===== src/inc/riss_pkg.sv =====
// Package: register map, field layout and codes for reference select block
package riss_pkg;

    // ------------------------------------------------------------------
    // Register map (index per 8-bit register; byte address = 4 x index)
    // ------------------------------------------------------------------
    localparam logic [7:0] RISS_IDX_SLEW = 8'h31;
    localparam logic [7:0] RISS_IDX_INSEL = 8'h32;
    localparam logic [9:0] RISS_ADDR_SLEW = {RISS_IDX_SLEW, 2'b00};
    localparam logic [9:0] RISS_ADDR_INSEL = {RISS_IDX_INSEL, 2'b00};
    localparam logic [9:0] RISS_ADDR_STATE = 10'h0D0;

    // ------------------------------------------------------------------
    // Field positions
    // ------------------------------------------------------------------
    localparam int RISS_SLEW_B_LSB = 2;
    localparam int RISS_SLEW_A_LSB = 0;
    localparam int RISS_SEC_MODE_LSB = 6;
    localparam int RISS_PRI_MODE_LSB = 4;
    localparam int RISS_SELB_LSB = 2;
    localparam int RISS_SELA_LSB = 0;

    // ------------------------------------------------------------------
    // Reset values
    // ------------------------------------------------------------------
    localparam logic [1:0] RISS_SLEW_RESET = 2'h0;
    localparam logic [1:0] RISS_SEC_MODE_RESET = 2'h2;
    localparam logic [1:0] RISS_PRI_MODE_RESET = 2'h1;
    localparam logic [1:0] RISS_SEL_RESET = 2'h1;

    // ------------------------------------------------------------------
    // Codes
    // ------------------------------------------------------------------
    localparam logic [1:0] RISS_EDGE_FAST = 2'h0;
    localparam logic [1:0] RISS_EDGE_SLOW = 2'h2;

    typedef enum logic [1:0] {
        RISS_SEL_AUTO = 2'b00,
        RISS_SEL_PIN = 2'b01,
        RISS_SEL_PRI = 2'b10,
        RISS_SEL_SEC = 2'b11
    } riss_sel_t;

    typedef enum logic [1:0] {
        RISS_PIN_LOW = 2'b00,
        RISS_PIN_MID = 2'b01,
        RISS_PIN_HIGH = 2'b10
    } riss_pin_t;

    localparam logic [1:0] RISS_BUF_SE = 2'h0;
    localparam logic [1:0] RISS_BUF_DIFF = 2'h1;
    localparam logic [1:0] RISS_BUF_XTAL = 2'h2;
    localparam logic [1:0] RISS_BUF_OFF = 2'h3;

endpackage


===== src/core/riss_ref_decode.sv =====
// Per-synthesizer reference decoder: mode code plus select pin to source
`timescale 1ns/1ns
module riss_ref_decode
    import riss_pkg::*;
#(
    parameter bit PIN_MID_AUTO = 1'b0
)
(
    input wire logic [1:0] refSelect,
    input wire logic [1:0] refChoicePin,
    input wire logic primaryAvailable,
    output logic useSecondary,
    output logic autoMode
);

    always_comb
    begin
        autoMode = 1'b0;
        useSecondary = 1'b0;
        case (refSelect)
            RISS_SEL_AUTO:
            begin
                autoMode = 1'b1;
            end
            RISS_SEL_PIN:
            begin
                if (refChoicePin == RISS_PIN_HIGH)
                begin
                    autoMode = 1'b1; // [RULE_09] [RULE_10]
                end
                else if (refChoicePin == RISS_PIN_MID)
                begin
                    // Synth A goes automatic on mid, synth B picks secondary
                    autoMode = PIN_MID_AUTO; // [RULE_10]
                    useSecondary = !PIN_MID_AUTO; // [RULE_09]
                end
                else
                begin
                    // Low: A keeps primary, B takes secondary
                    useSecondary = !PIN_MID_AUTO; // [RULE_09] [RULE_10]
                end
            end
            RISS_SEL_PRI:
            begin
                useSecondary = 1'b0;
            end
            RISS_SEL_SEC:
            begin
                useSecondary = 1'b1;
            end
            default:
            begin
                useSecondary = 1'b0;
            end
        endcase
        // Automatic: primary preferred, secondary only as fallback
        if (autoMode)
        begin
            useSecondary = !primaryAvailable; // [RULE_08]
        end
    end

endmodule


===== src/core/riss_top.sv =====
// Reference input select and status edge-rate control, Avalon-MM slave
//
// Operation
// [RULE_01] Bits 3:2 set second status edge rate
// [RULE_02] Bits 1:0 set first status edge rate
// [RULE_03] Host must not write codes 1 or 3
// [RULE_04] Bits 7:6 set secondary buffer mode, reset 2
// [RULE_05] Bits 5:4 set primary buffer mode, reset 1
// [RULE_06] Bits 3:2 pick synth B reference, reset 1
// [RULE_07] Bits 1:0 pick synth A reference, reset 1
// [RULE_08] Automatic mode prefers primary, secondary fallback
// [RULE_09] Synth B pin: low/mid secondary, high auto
// [RULE_10] Synth A pin: low primary, mid/high auto
// [RULE_11] Slew upper bits ignored, read zero
`timescale 1ns/1ns
module riss_top
    import riss_pkg::*;
(
    input wire logic mclk,
    input wire logic rst_n,
    input wire logic [9:0] avs_address,
    input wire logic avs_read,
    input wire logic avs_write,
    input wire logic [31:0] avs_writedata,
    input wire logic [3:0] avs_byteenable,
    output logic [31:0] avs_readdata,
    output logic avs_waitrequest,
    output logic [1:0] avs_response,
    input wire logic [1:0] refChoicePin,
    input wire logic primaryAvailable,
    output logic [1:0] firstStatusEdgeRate,
    output logic [1:0] secondStatusEdgeRate,
    output logic firstStatusSlow,
    output logic secondStatusSlow,
    output logic [1:0] primaryBufferMode,
    output logic [1:0] secondaryBufferMode,
    output logic primaryBufferOn,
    output logic secondaryBufferOn,
    output logic synthAUseSecondary,
    output logic synthBUseSecondary,
    output logic synthAAuto,
    output logic synthBAuto
);

    // ------------------------------------------------------------------
    // Decode helpers
    // ------------------------------------------------------------------
    function automatic logic addr_hit(input logic [9:0] addr,
        input logic [9:0] target);
        return (addr == target);
    endfunction

    // Every field of both registers is two bits wide
    function automatic logic [1:0] field_of(input logic [31:0] word,
        input int lsb);
        return word[lsb +: 2];
    endfunction

    // Reserved codes count as fast, the safe drive strength
    function automatic logic edge_is_slow(input logic [1:0] code);
        return (code == RISS_EDGE_SLOW);
    endfunction

    // ------------------------------------------------------------------
    // Bus handshake
    // ------------------------------------------------------------------
    // One wait cycle per access: the answer is registered, which keeps
    // read data from flip-flops at the cost of one cycle of latency.
    logic ackPending;
    logic busReq;
    logic accept;
    logic hitSlew;
    logic hitInsel;
    logic hitState;
    logic hitAny;

    assign busReq = avs_read || avs_write;
    assign accept = busReq && ackPending;
    assign avs_waitrequest = busReq && !ackPending;
    assign hitSlew = addr_hit(avs_address, RISS_ADDR_SLEW);
    assign hitInsel = addr_hit(avs_address, RISS_ADDR_INSEL);
    assign hitState = addr_hit(avs_address, RISS_ADDR_STATE);
    assign hitAny = hitSlew || hitInsel || hitState;

    always_ff @(posedge mclk)
    begin
        if (!rst_n)
        begin
            ackPending <= 1'b0;
        end
        else if (accept)
        begin
            ackPending <= 1'b0;
        end
        else if (busReq)
        begin
            ackPending <= 1'b1;
        end
    end

    // ------------------------------------------------------------------
    // Status edge-rate register
    // ------------------------------------------------------------------
    logic slewWrite;
    assign slewWrite = accept && avs_write && hitSlew && avs_byteenable[0];

    always_ff @(posedge mclk)
    begin
        if (!rst_n)
        begin
            secondStatusEdgeRate <= RISS_SLEW_RESET;
            firstStatusEdgeRate <= RISS_SLEW_RESET;
        end
        else if (slewWrite)
        begin
            // Reserved codes are stored as written; host keeps off them
            secondStatusEdgeRate <=
                field_of(avs_writedata, RISS_SLEW_B_LSB); // [RULE_01] [RULE_03]
            firstStatusEdgeRate <=
                field_of(avs_writedata, RISS_SLEW_A_LSB); // [RULE_02]
        end
    end

    // Slow edges only for code 2
    assign secondStatusSlow =
        edge_is_slow(secondStatusEdgeRate); // [RULE_01]
    assign firstStatusSlow =
        edge_is_slow(firstStatusEdgeRate); // [RULE_02]

    // ------------------------------------------------------------------
    // Input select register
    // ------------------------------------------------------------------
    logic inselWrite;
    logic [1:0] synthBRefSelect;
    logic [1:0] synthARefSelect;
    assign inselWrite = accept && avs_write && hitInsel && avs_byteenable[0];

    always_ff @(posedge mclk)
    begin
        if (!rst_n)
        begin
            secondaryBufferMode <= RISS_SEC_MODE_RESET; // [RULE_04]
            primaryBufferMode <= RISS_PRI_MODE_RESET; // [RULE_05]
        end
        else if (inselWrite)
        begin
            secondaryBufferMode <=
                field_of(avs_writedata, RISS_SEC_MODE_LSB); // [RULE_04]
            primaryBufferMode <=
                field_of(avs_writedata, RISS_PRI_MODE_LSB); // [RULE_05]
        end
    end

    always_ff @(posedge mclk)
    begin
        if (!rst_n)
        begin
            synthBRefSelect <= RISS_SEL_RESET; // [RULE_06]
            synthARefSelect <= RISS_SEL_RESET; // [RULE_07]
        end
        else if (inselWrite)
        begin
            synthBRefSelect <=
                field_of(avs_writedata, RISS_SELB_LSB); // [RULE_06]
            synthARefSelect <=
                field_of(avs_writedata, RISS_SELA_LSB); // [RULE_07]
        end
    end

    assign secondaryBufferOn =
        (secondaryBufferMode != RISS_BUF_OFF); // [RULE_04]
    // Primary has no crystal mode: codes 2 and 3 both switch it off
    assign primaryBufferOn =
        (primaryBufferMode == RISS_BUF_SE) ||
        (primaryBufferMode == RISS_BUF_DIFF); // [RULE_05]

    // ------------------------------------------------------------------
    // Reference decode for both synthesizers
    // ------------------------------------------------------------------
    logic synthAUseSec;
    logic synthBUseSec;
    logic synthAAutoC;
    logic synthBAutoC;

    riss_ref_decode #(
        .PIN_MID_AUTO(1'b1)
    ) u_synth_a (
        .refSelect(synthARefSelect), // [RULE_07] [RULE_10]
        .refChoicePin(refChoicePin),
        .primaryAvailable(primaryAvailable),
        .useSecondary(synthAUseSec),
        .autoMode(synthAAutoC)
    );

    riss_ref_decode #(
        .PIN_MID_AUTO(1'b0)
    ) u_synth_b (
        .refSelect(synthBRefSelect), // [RULE_06] [RULE_09]
        .refChoicePin(refChoicePin),
        .primaryAvailable(primaryAvailable),
        .useSecondary(synthBUseSec),
        .autoMode(synthBAutoC)
    );

    // Registered so the mux controls never glitch on pin transitions
    always_ff @(posedge mclk)
    begin
        if (!rst_n)
        begin
            synthAUseSecondary <= 1'b0;
            synthAAuto <= 1'b0;
        end
        else
        begin
            synthAUseSecondary <= synthAUseSec; // [RULE_10] [RULE_08]
            synthAAuto <= synthAAutoC; // [RULE_10]
        end
    end

    always_ff @(posedge mclk)
    begin
        if (!rst_n)
        begin
            synthBUseSecondary <= 1'b0;
            synthBAuto <= 1'b0;
        end
        else
        begin
            synthBUseSecondary <= synthBUseSec; // [RULE_09] [RULE_08]
            synthBAuto <= synthBAutoC; // [RULE_09]
        end
    end

    // ------------------------------------------------------------------
    // Read data and response
    // ------------------------------------------------------------------
    logic [31:0] next_readdata;

    always_comb
    begin
        next_readdata = 32'h00000000;
        if (hitSlew)
        begin
            // Upper nibble always reads zero
            next_readdata[7:0] = {4'h0, secondStatusEdgeRate,
                firstStatusEdgeRate}; // [RULE_11]
        end
        else if (hitInsel)
        begin
            next_readdata[7:0] = {secondaryBufferMode, primaryBufferMode,
                synthBRefSelect, synthARefSelect};
        end
        else if (hitState)
        begin
            next_readdata[3:0] = {synthBAuto, synthBUseSecondary,
                synthAAuto, synthAUseSecondary};
        end
    end

    always_ff @(posedge mclk)
    begin
        if (!rst_n)
        begin
            avs_readdata <= 32'h00000000;
        end
        else if (busReq && !ackPending && avs_read)
        begin
            avs_readdata <= next_readdata;
        end
    end

    always_comb
    begin
        avs_response = 2'h0;
        if (accept && !hitAny)
        begin
            avs_response = 2'h3;
        end
        else if (accept && avs_write && hitState)
        begin
            avs_response = 2'h2;
        end
    end

endmodule


===== config.mk =====
export PLATFORM = sky130hd
export DESIGN_NAME = riss_top
export DESIGN_NICKNAME = d
export VERILOG_FILES = /design/src/inc/riss_pkg.sv /design/src/core/riss_ref_decode.sv /design/src/core/riss_top.sv
export SDC_FILE = /design/constraint.sdc
export NUM_CORES = 1
export LEC_CHECK = 0
export ABC_CLOCK_PERIOD_IN_PS = 5000
export BUFFER_PORTS_ARGS = -buffer_cell sky130_fd_sc_hd__buf_4
export CORE_MARGIN = 5
export CORE_UTILIZATION = 30
export DETAILED_ROUTE_END_ITERATION = 10
export PLACE_DENSITY = 0.65
export SLEW_MARGIN = 0
export SYNTH_ARGS = -nofsm -noshare
export SYNTH_HDL_FRONTEND = slang
export SYNTH_SLANG_ARGS = --single-unit

===== constraint.sdc =====
create_clock -name mclk -period 5 [get_ports mclk]
set_clock_uncertainty 0.1 [all_clocks]
set_input_delay 0.25 -clock mclk [delete_from_list [all_inputs] [get_ports mclk]]
set_output_delay 0.25 -clock mclk [all_outputs]
set_load 0.01 [all_outputs]

[After elaboration in Yosys (flattened, before gate mapping)]
Cells that the tools add are included.
Word-level totals
  bits of input ports: 53
  word-level logic and storage cells: 63
  latch bits: 0
  register bits: 25
  RAM bits: 0
  bits in read-only memories: 0
  memories: 0
Cells by class
  add/sub/neg operators: 0
  reduce and logical (&&, ||, !) cells: 21
  multipliers: 0
  multiplexer cells: 16
  bitwise logic cells: 1
  shifts and indexed selects: 0
  magnitude comparators: 0
  eq/ne operators: 13
  div/mod/pow operators: 0
Operators with widths (number)
  $eq A10 B8 Y1 const B: 3
  $mux W4: 3
  $eq A2 B2 Y1 const B: 5
  $logic_and A1 B1 Y1: 10
  $eq A2 B1 Y1 const B: 4
  $mux W8: 1
  $mux W1: 7
  $logic_not A2 Y1: 3
  $pmux W1 S2: 3
  $logic_or A1 B1 Y1: 4
  $mux W2: 2
  $logic_not A1 Y1: 3
  $ne A2 B2 Y1 const B: 1
  $reduce_or A2 Y1: 1
  $not A1 Y1: 1

[Depth between registers and ports, before layout]
  depth in word-level cells: 6
  depth in mapped cells: 5

[Modules after synthesis]
From an unflattened synthesis, not the netlist that was laid out.
Second synthesis, totals
  cells, all modules: 161
  area total of the unflattened synthesis: 1368.8 um2
Modules (own cells, without submodules)
  riss_top: cells each 150, sequential area each 500.5 um2, instances 1, area each 1285.0 um2
  riss_ref_decode (u_synth_a): cells each 6, sequential area each 0.0 um2, instances 1, area each 46.3 um2
  riss_ref_decode (u_synth_b): cells each 5, sequential area each 0.0 um2, instances 1, area each 37.5 um2

[Least setup slack after synthesis]
No wires, ideal clock.
  path type: input port to flip-flop
  start: input port avs_address[1]
  end: register avs_readdata[0]
  arrival: 1.868 ns
  library setup time: 0.075 ns
  stages: 5
  path slack: 2.957 ns
  required time: 4.825 ns
  cell sequence: or4_4 -> buf_6 -> or4b_4 -> or3_1 -> o22ai_1
Between the ends
  word-level cells in the longest chain between the ends: 4
  elaborated cells between the ends (all ways): 6
  classes of those cells: 3 x eq/ne; 3 x mux
RTL lines
  start: declaration: RTL line riss_top.sv:21  | input wire logic [9:0] avs_address,
  $eq A10 B8 Y1: RTL line riss_top.sv:50  | return (addr == target);
  $mux W4: RTL line riss_top.sv:253  | else if (hitState)
  $mux W4: RTL line riss_top.sv:248  | else if (hitInsel)
  $mux W8 (*): RTL line riss_top.sv:242  | if (hitSlew)
  end signal: assignment: RTL line riss_top.sv:268  | avs_readdata <= next_readdata;
  end: declaration: RTL line riss_top.sv:26  | output logic [31:0] avs_readdata,
Mark *: on every way between the ends. The rest lies on a longest branch, timed or not.
A chain may end at the register's enable or synchronous reset.

[Worst setup path after layout]
  start: input port avs_address[1]
  end: output port avs_response[1]
Between the ends
  word-level cells in the longest chain between the ends: 6
  elaborated cells between the ends (all ways): 10
  classes of those cells: 3 x eq/ne; 2 x mux; 5 x reduce/logical
RTL lines
  $eq A10 B8 Y1: RTL line riss_top.sv:50
  $logic_or A1 B1 Y1 (2 in a row): RTL line riss_top.sv:83  | assign hitAny = hitSlew || hitInsel || hitState;
  $logic_not A1 Y1: RTL line riss_top.sv:275  | if (accept && !hitAny)
  $logic_and A1 B1 Y1: RTL line riss_top.sv:275
  $mux W2 (*): RTL line riss_top.sv:275
  end: declaration: RTL line riss_top.sv:28  | output logic [1:0] avs_response,
Marked as above.

==> impl_metrics.csv <==
group,metric,value,unit
sta,finalHoldViolCount,0,
place,io_buffers,52,
worst_setup_path,worstPathCellList,"buf_4 > or4_4 > or4bb_1 > a21oi_1 > nor2_1 > buf_4",
sta,tns,0,ns
sta,worst_pin_slew,0.753,ns
worst_setup_path,critical_path.max_stage_delay,0.58,ns
outcome,status,"complete, no violations",
routing,first_pass_iters,4,
logic_synthesis,syn_area_per_cell,8.32,um^2
final_layout,fin_nets,274,
place,dp_hpwl,2840,um
place,postPlaceCellArea,1750,um^2
worst_setup_path,critPathSlowestCell,"or4_4",
routing,drc,0,
power,peakVddDrop,0.000133,V
final_layout,multiInputGateArea,769,um^2
global_routing,grt_pass1_wl,5740,um
logic_synthesis,synthDistinctLibCells,32,
routing,vias_per_cell,4.67,
sta,clock.fmax,459,MHz
worst_setup_path,crit_start,"avs_address[1]",
final_layout,ff_latch_area,500,um^2
sta,slew_headroom,49.5,%
routing,vias,1274,
sta,holdWs,0.0924,ns
logic_synthesis,ys_warn_count,0,
clocking,cts.path.max_buffers,2,
power,total_leakage_power,0.792,nW
final_layout,fill_cells,495,
logic_synthesis,yosysSeqAreaShare,35.4,%
routing,antenna_left,0,
sta,maxSlewViolCount,0,
worst_setup_path,cp_num_buf_inv,2,
clocking,cts_max_level,1,
worst_setup_path,r2r-start,"ackPending$_SDFFE_PP0N_",
logic_synthesis,netlist_top_cells_area,"dfxtp_1, buf_4, mux2i_1",
logic_synthesis,syn_inst,170,
sta,post-route-period-util,43.6,%
sta,rsz0062_at_grt,"no",
power,fin_total_pwr,0.391,mW
clocking,cts-resized-gates,0,
floorplan,start_util,30.3,%
floorplan,row_count,25,
worst_setup_path,start_kind,"input pin",
final_layout,final_core_util,38.5,%
place,gp_congestion,0.862,
logic_synthesis,synth_top_area_share,35.4,%
final_layout,final_cell_area,1790,um^2
global_routing,grt_pass1_vias,1261,
logic_synthesis,synth_top_area_cell,"dfxtp_1",
clocking,hold_buffers,0,
final_layout,drive_gt1_share,27.9,%
floorplan,core_area,4660,um^2
clocking,clk_latency,0.27,ns
clocking,cts.sinks,25,
floorplan,die_h,78.7,um
hold_path,hold_class,"input pin to register",
clocking,clockRootBuffer,"clkbuf_8",
worst_setup_path,worstPathArrival,1.83,ns
global_routing,gr-total-overflow,0,
global_routing,antenna_found_initial,0,
place,dpl.cell_count,269,
sta,period_needed,2.18,ns
clocking,cts-buffers-inserted,3,
routing,wirelength,3570,um
hold_path,holdCritStartpoint,"avs_writedata[7]",
floorplan,die_area,6190,um^2
worst_setup_path,cp_data_required_time,4.65,ns
sta,worst_slack,2.82,ns
worst_setup_path,critPathTopFamily,"simple AND/OR/NAND/NOR gates",
logic_synthesis,ys_ff_latch,25,
final_layout,n_antenna_cell,0,
floorplan,ioPinCount,104,
worst_setup_path,cp_common_cell,"buf_4",
global_routing,grt_usage,11.5,%
clocking,clkTransAtPathRegs,0.08,ns
place,dpl_worst_slack,2.75,ns
sta,finalSetupViolCount,0,
logic_synthesis,syn_area,1410,um^2
floorplan,dieWidth,78.7,um
final_layout,syn_to_final_growth,26.8,%
clocking,post_cts_buffers,0,
routing,drt_iter0_markers,47,
global_routing,grt_max_degree,19,
run,drv_cap,0,
final_layout,final_cells,273,
clocking,cts_tree,"built",
worst_setup_path,criticalPathCategory,"input pin to output port",
routing,wl_per_cell,13.1,um
power,power_density,218,nW/um^2
worst_setup_path,endpoint_kind,"output port",
worst_setup_path,cp_max_fo,6,
==> synthesized netlist by cell type <==
cell type / count
dfxtp_1: 25
buf_4: 24
nand2_1: 19
nor2_1: 16
mux2i_1: 12
a21oi_1: 11
nor2b_1: 9
nand3_1: 5
o21ai_0: 5
a32oi_1: 4
clkbuf_1: 4
inv_1: 4
o22ai_1: 4
or3_1: 4
a211oi_1: 3
nand2b_1: 3
or2_2: 2
or4bb_1: 2
a21o_1: 1
buf_2: 1
buf_6: 1
clkinv_1: 1
conb_1: 1
ha_1: 1
nand4b_1: 1
nor3b_1: 1
nor4_1: 1
nor4_4: 1
or4_1: 1
or4_4: 1
or4b_4: 1
xnor2_1: 1
==> final timing paths <==
| kind | to | slack [ns] | depth (start not counted) |
|---|---|---|---|
| setup reg to reg | synthARefSelect[1]$_SDFFE_PN0P_ | 3.25 | 4 |
| hold reg to reg | avs_readdata[6]$_SDFFE_PN0P_ | 0.36 | 2 |
| setup / recovery | avs_response[1] | 2.82 | 6 |
| hold / removal | secondaryBufferMode[1]$_SDFFE_PN1P_ | 0.09 | 3 |
==> layout by cell type (no fill, tap or decap) <==
cell	count
nand3_1	5
o21ai_0	5
a21o_1	1
or4_4	1
buf_4	52
nand2_1	19
nand4b_1	1
inv_1	4
clkinv_2	1
or4bb_1	2
nor4_1	1
or3_1	4
mux2i_1	12
clkinv_1	1
a21oi_1	11
nor2b_1	9
or4b_4	1
nand2b_1	3
conb_1	24
a32oi_1	4
clkbuf_8	3
dfxtp_1	25
nor2_1	16
xnor2_1	1
nor4_4	1
ha_1	1
o22ai_1	4
or2_2	2
or4_1	1
nor3b_1	1
a211oi_1	3
==> layout make-up <==
cell class | instances | area share, %
clock inverter | 1 | 0.279
multi-input combinational | 133 | 42.9
inverter | 5 | 1.05
sequential | 25 | 27.9
tap | 54 | 3.77
timing repair buffer | 52 | 21.8
clock buffer | 3 | 2.30
==> flip-flops by register name (all words and copies together), names as in the netlist <==
signal,cells
primaryBufferMode,2
secondStatusEdgeRate,2
synthBUseSecondary,1
secondaryBufferMode,2
avs_readdata,8
synthBRefSelect,2
synthBAuto,1
firstStatusEdgeRate,2
synthAUseSecondary,1
ackPending,1
synthAAuto,1
synthARefSelect,2
==> cell families after synthesis <==
kind of cell | count (synthesis) | share of synthesized area [%]
compound gates | 28 | 12.0
fa+ha+maj | 1 | 0.885
buf+inv | 35 | 16.3
simple gates | 67 | 26.0
other cells | 1 | 0.265
mux | 12 | 8.50
xor+xnor | 1 | 0.620
flops | 25 | 35.4
==> tightest hold or removal path, delay by kind of cell <==
family / cells / cell delay (ns)
AND/OR/NAND/NOR: 1 / 0.05
multiplexers: 1 / 0.05
buffers and inverters: 1 / 0.08
==> power breakdown <==
part | switching (mW) | internal, mW
registers | 0.00211 | 0.202
clock network | 0.0647 | 0.0558
logic | 0.0376 | 0.0287
total | 0.104 | 0.286
==> routing by layer <==
metal / wire length, um / global-route usage [%] / vias up
met4: 25 / 2.10 / 0
li1: - / - / 633
met1: 1510 / 13.7 / 582
met5: 0 / 0 / -
met3: 312 / 3.78 / 5
met2: 1720 / 20.3 / 54
(Power assumes the default switching activity.)
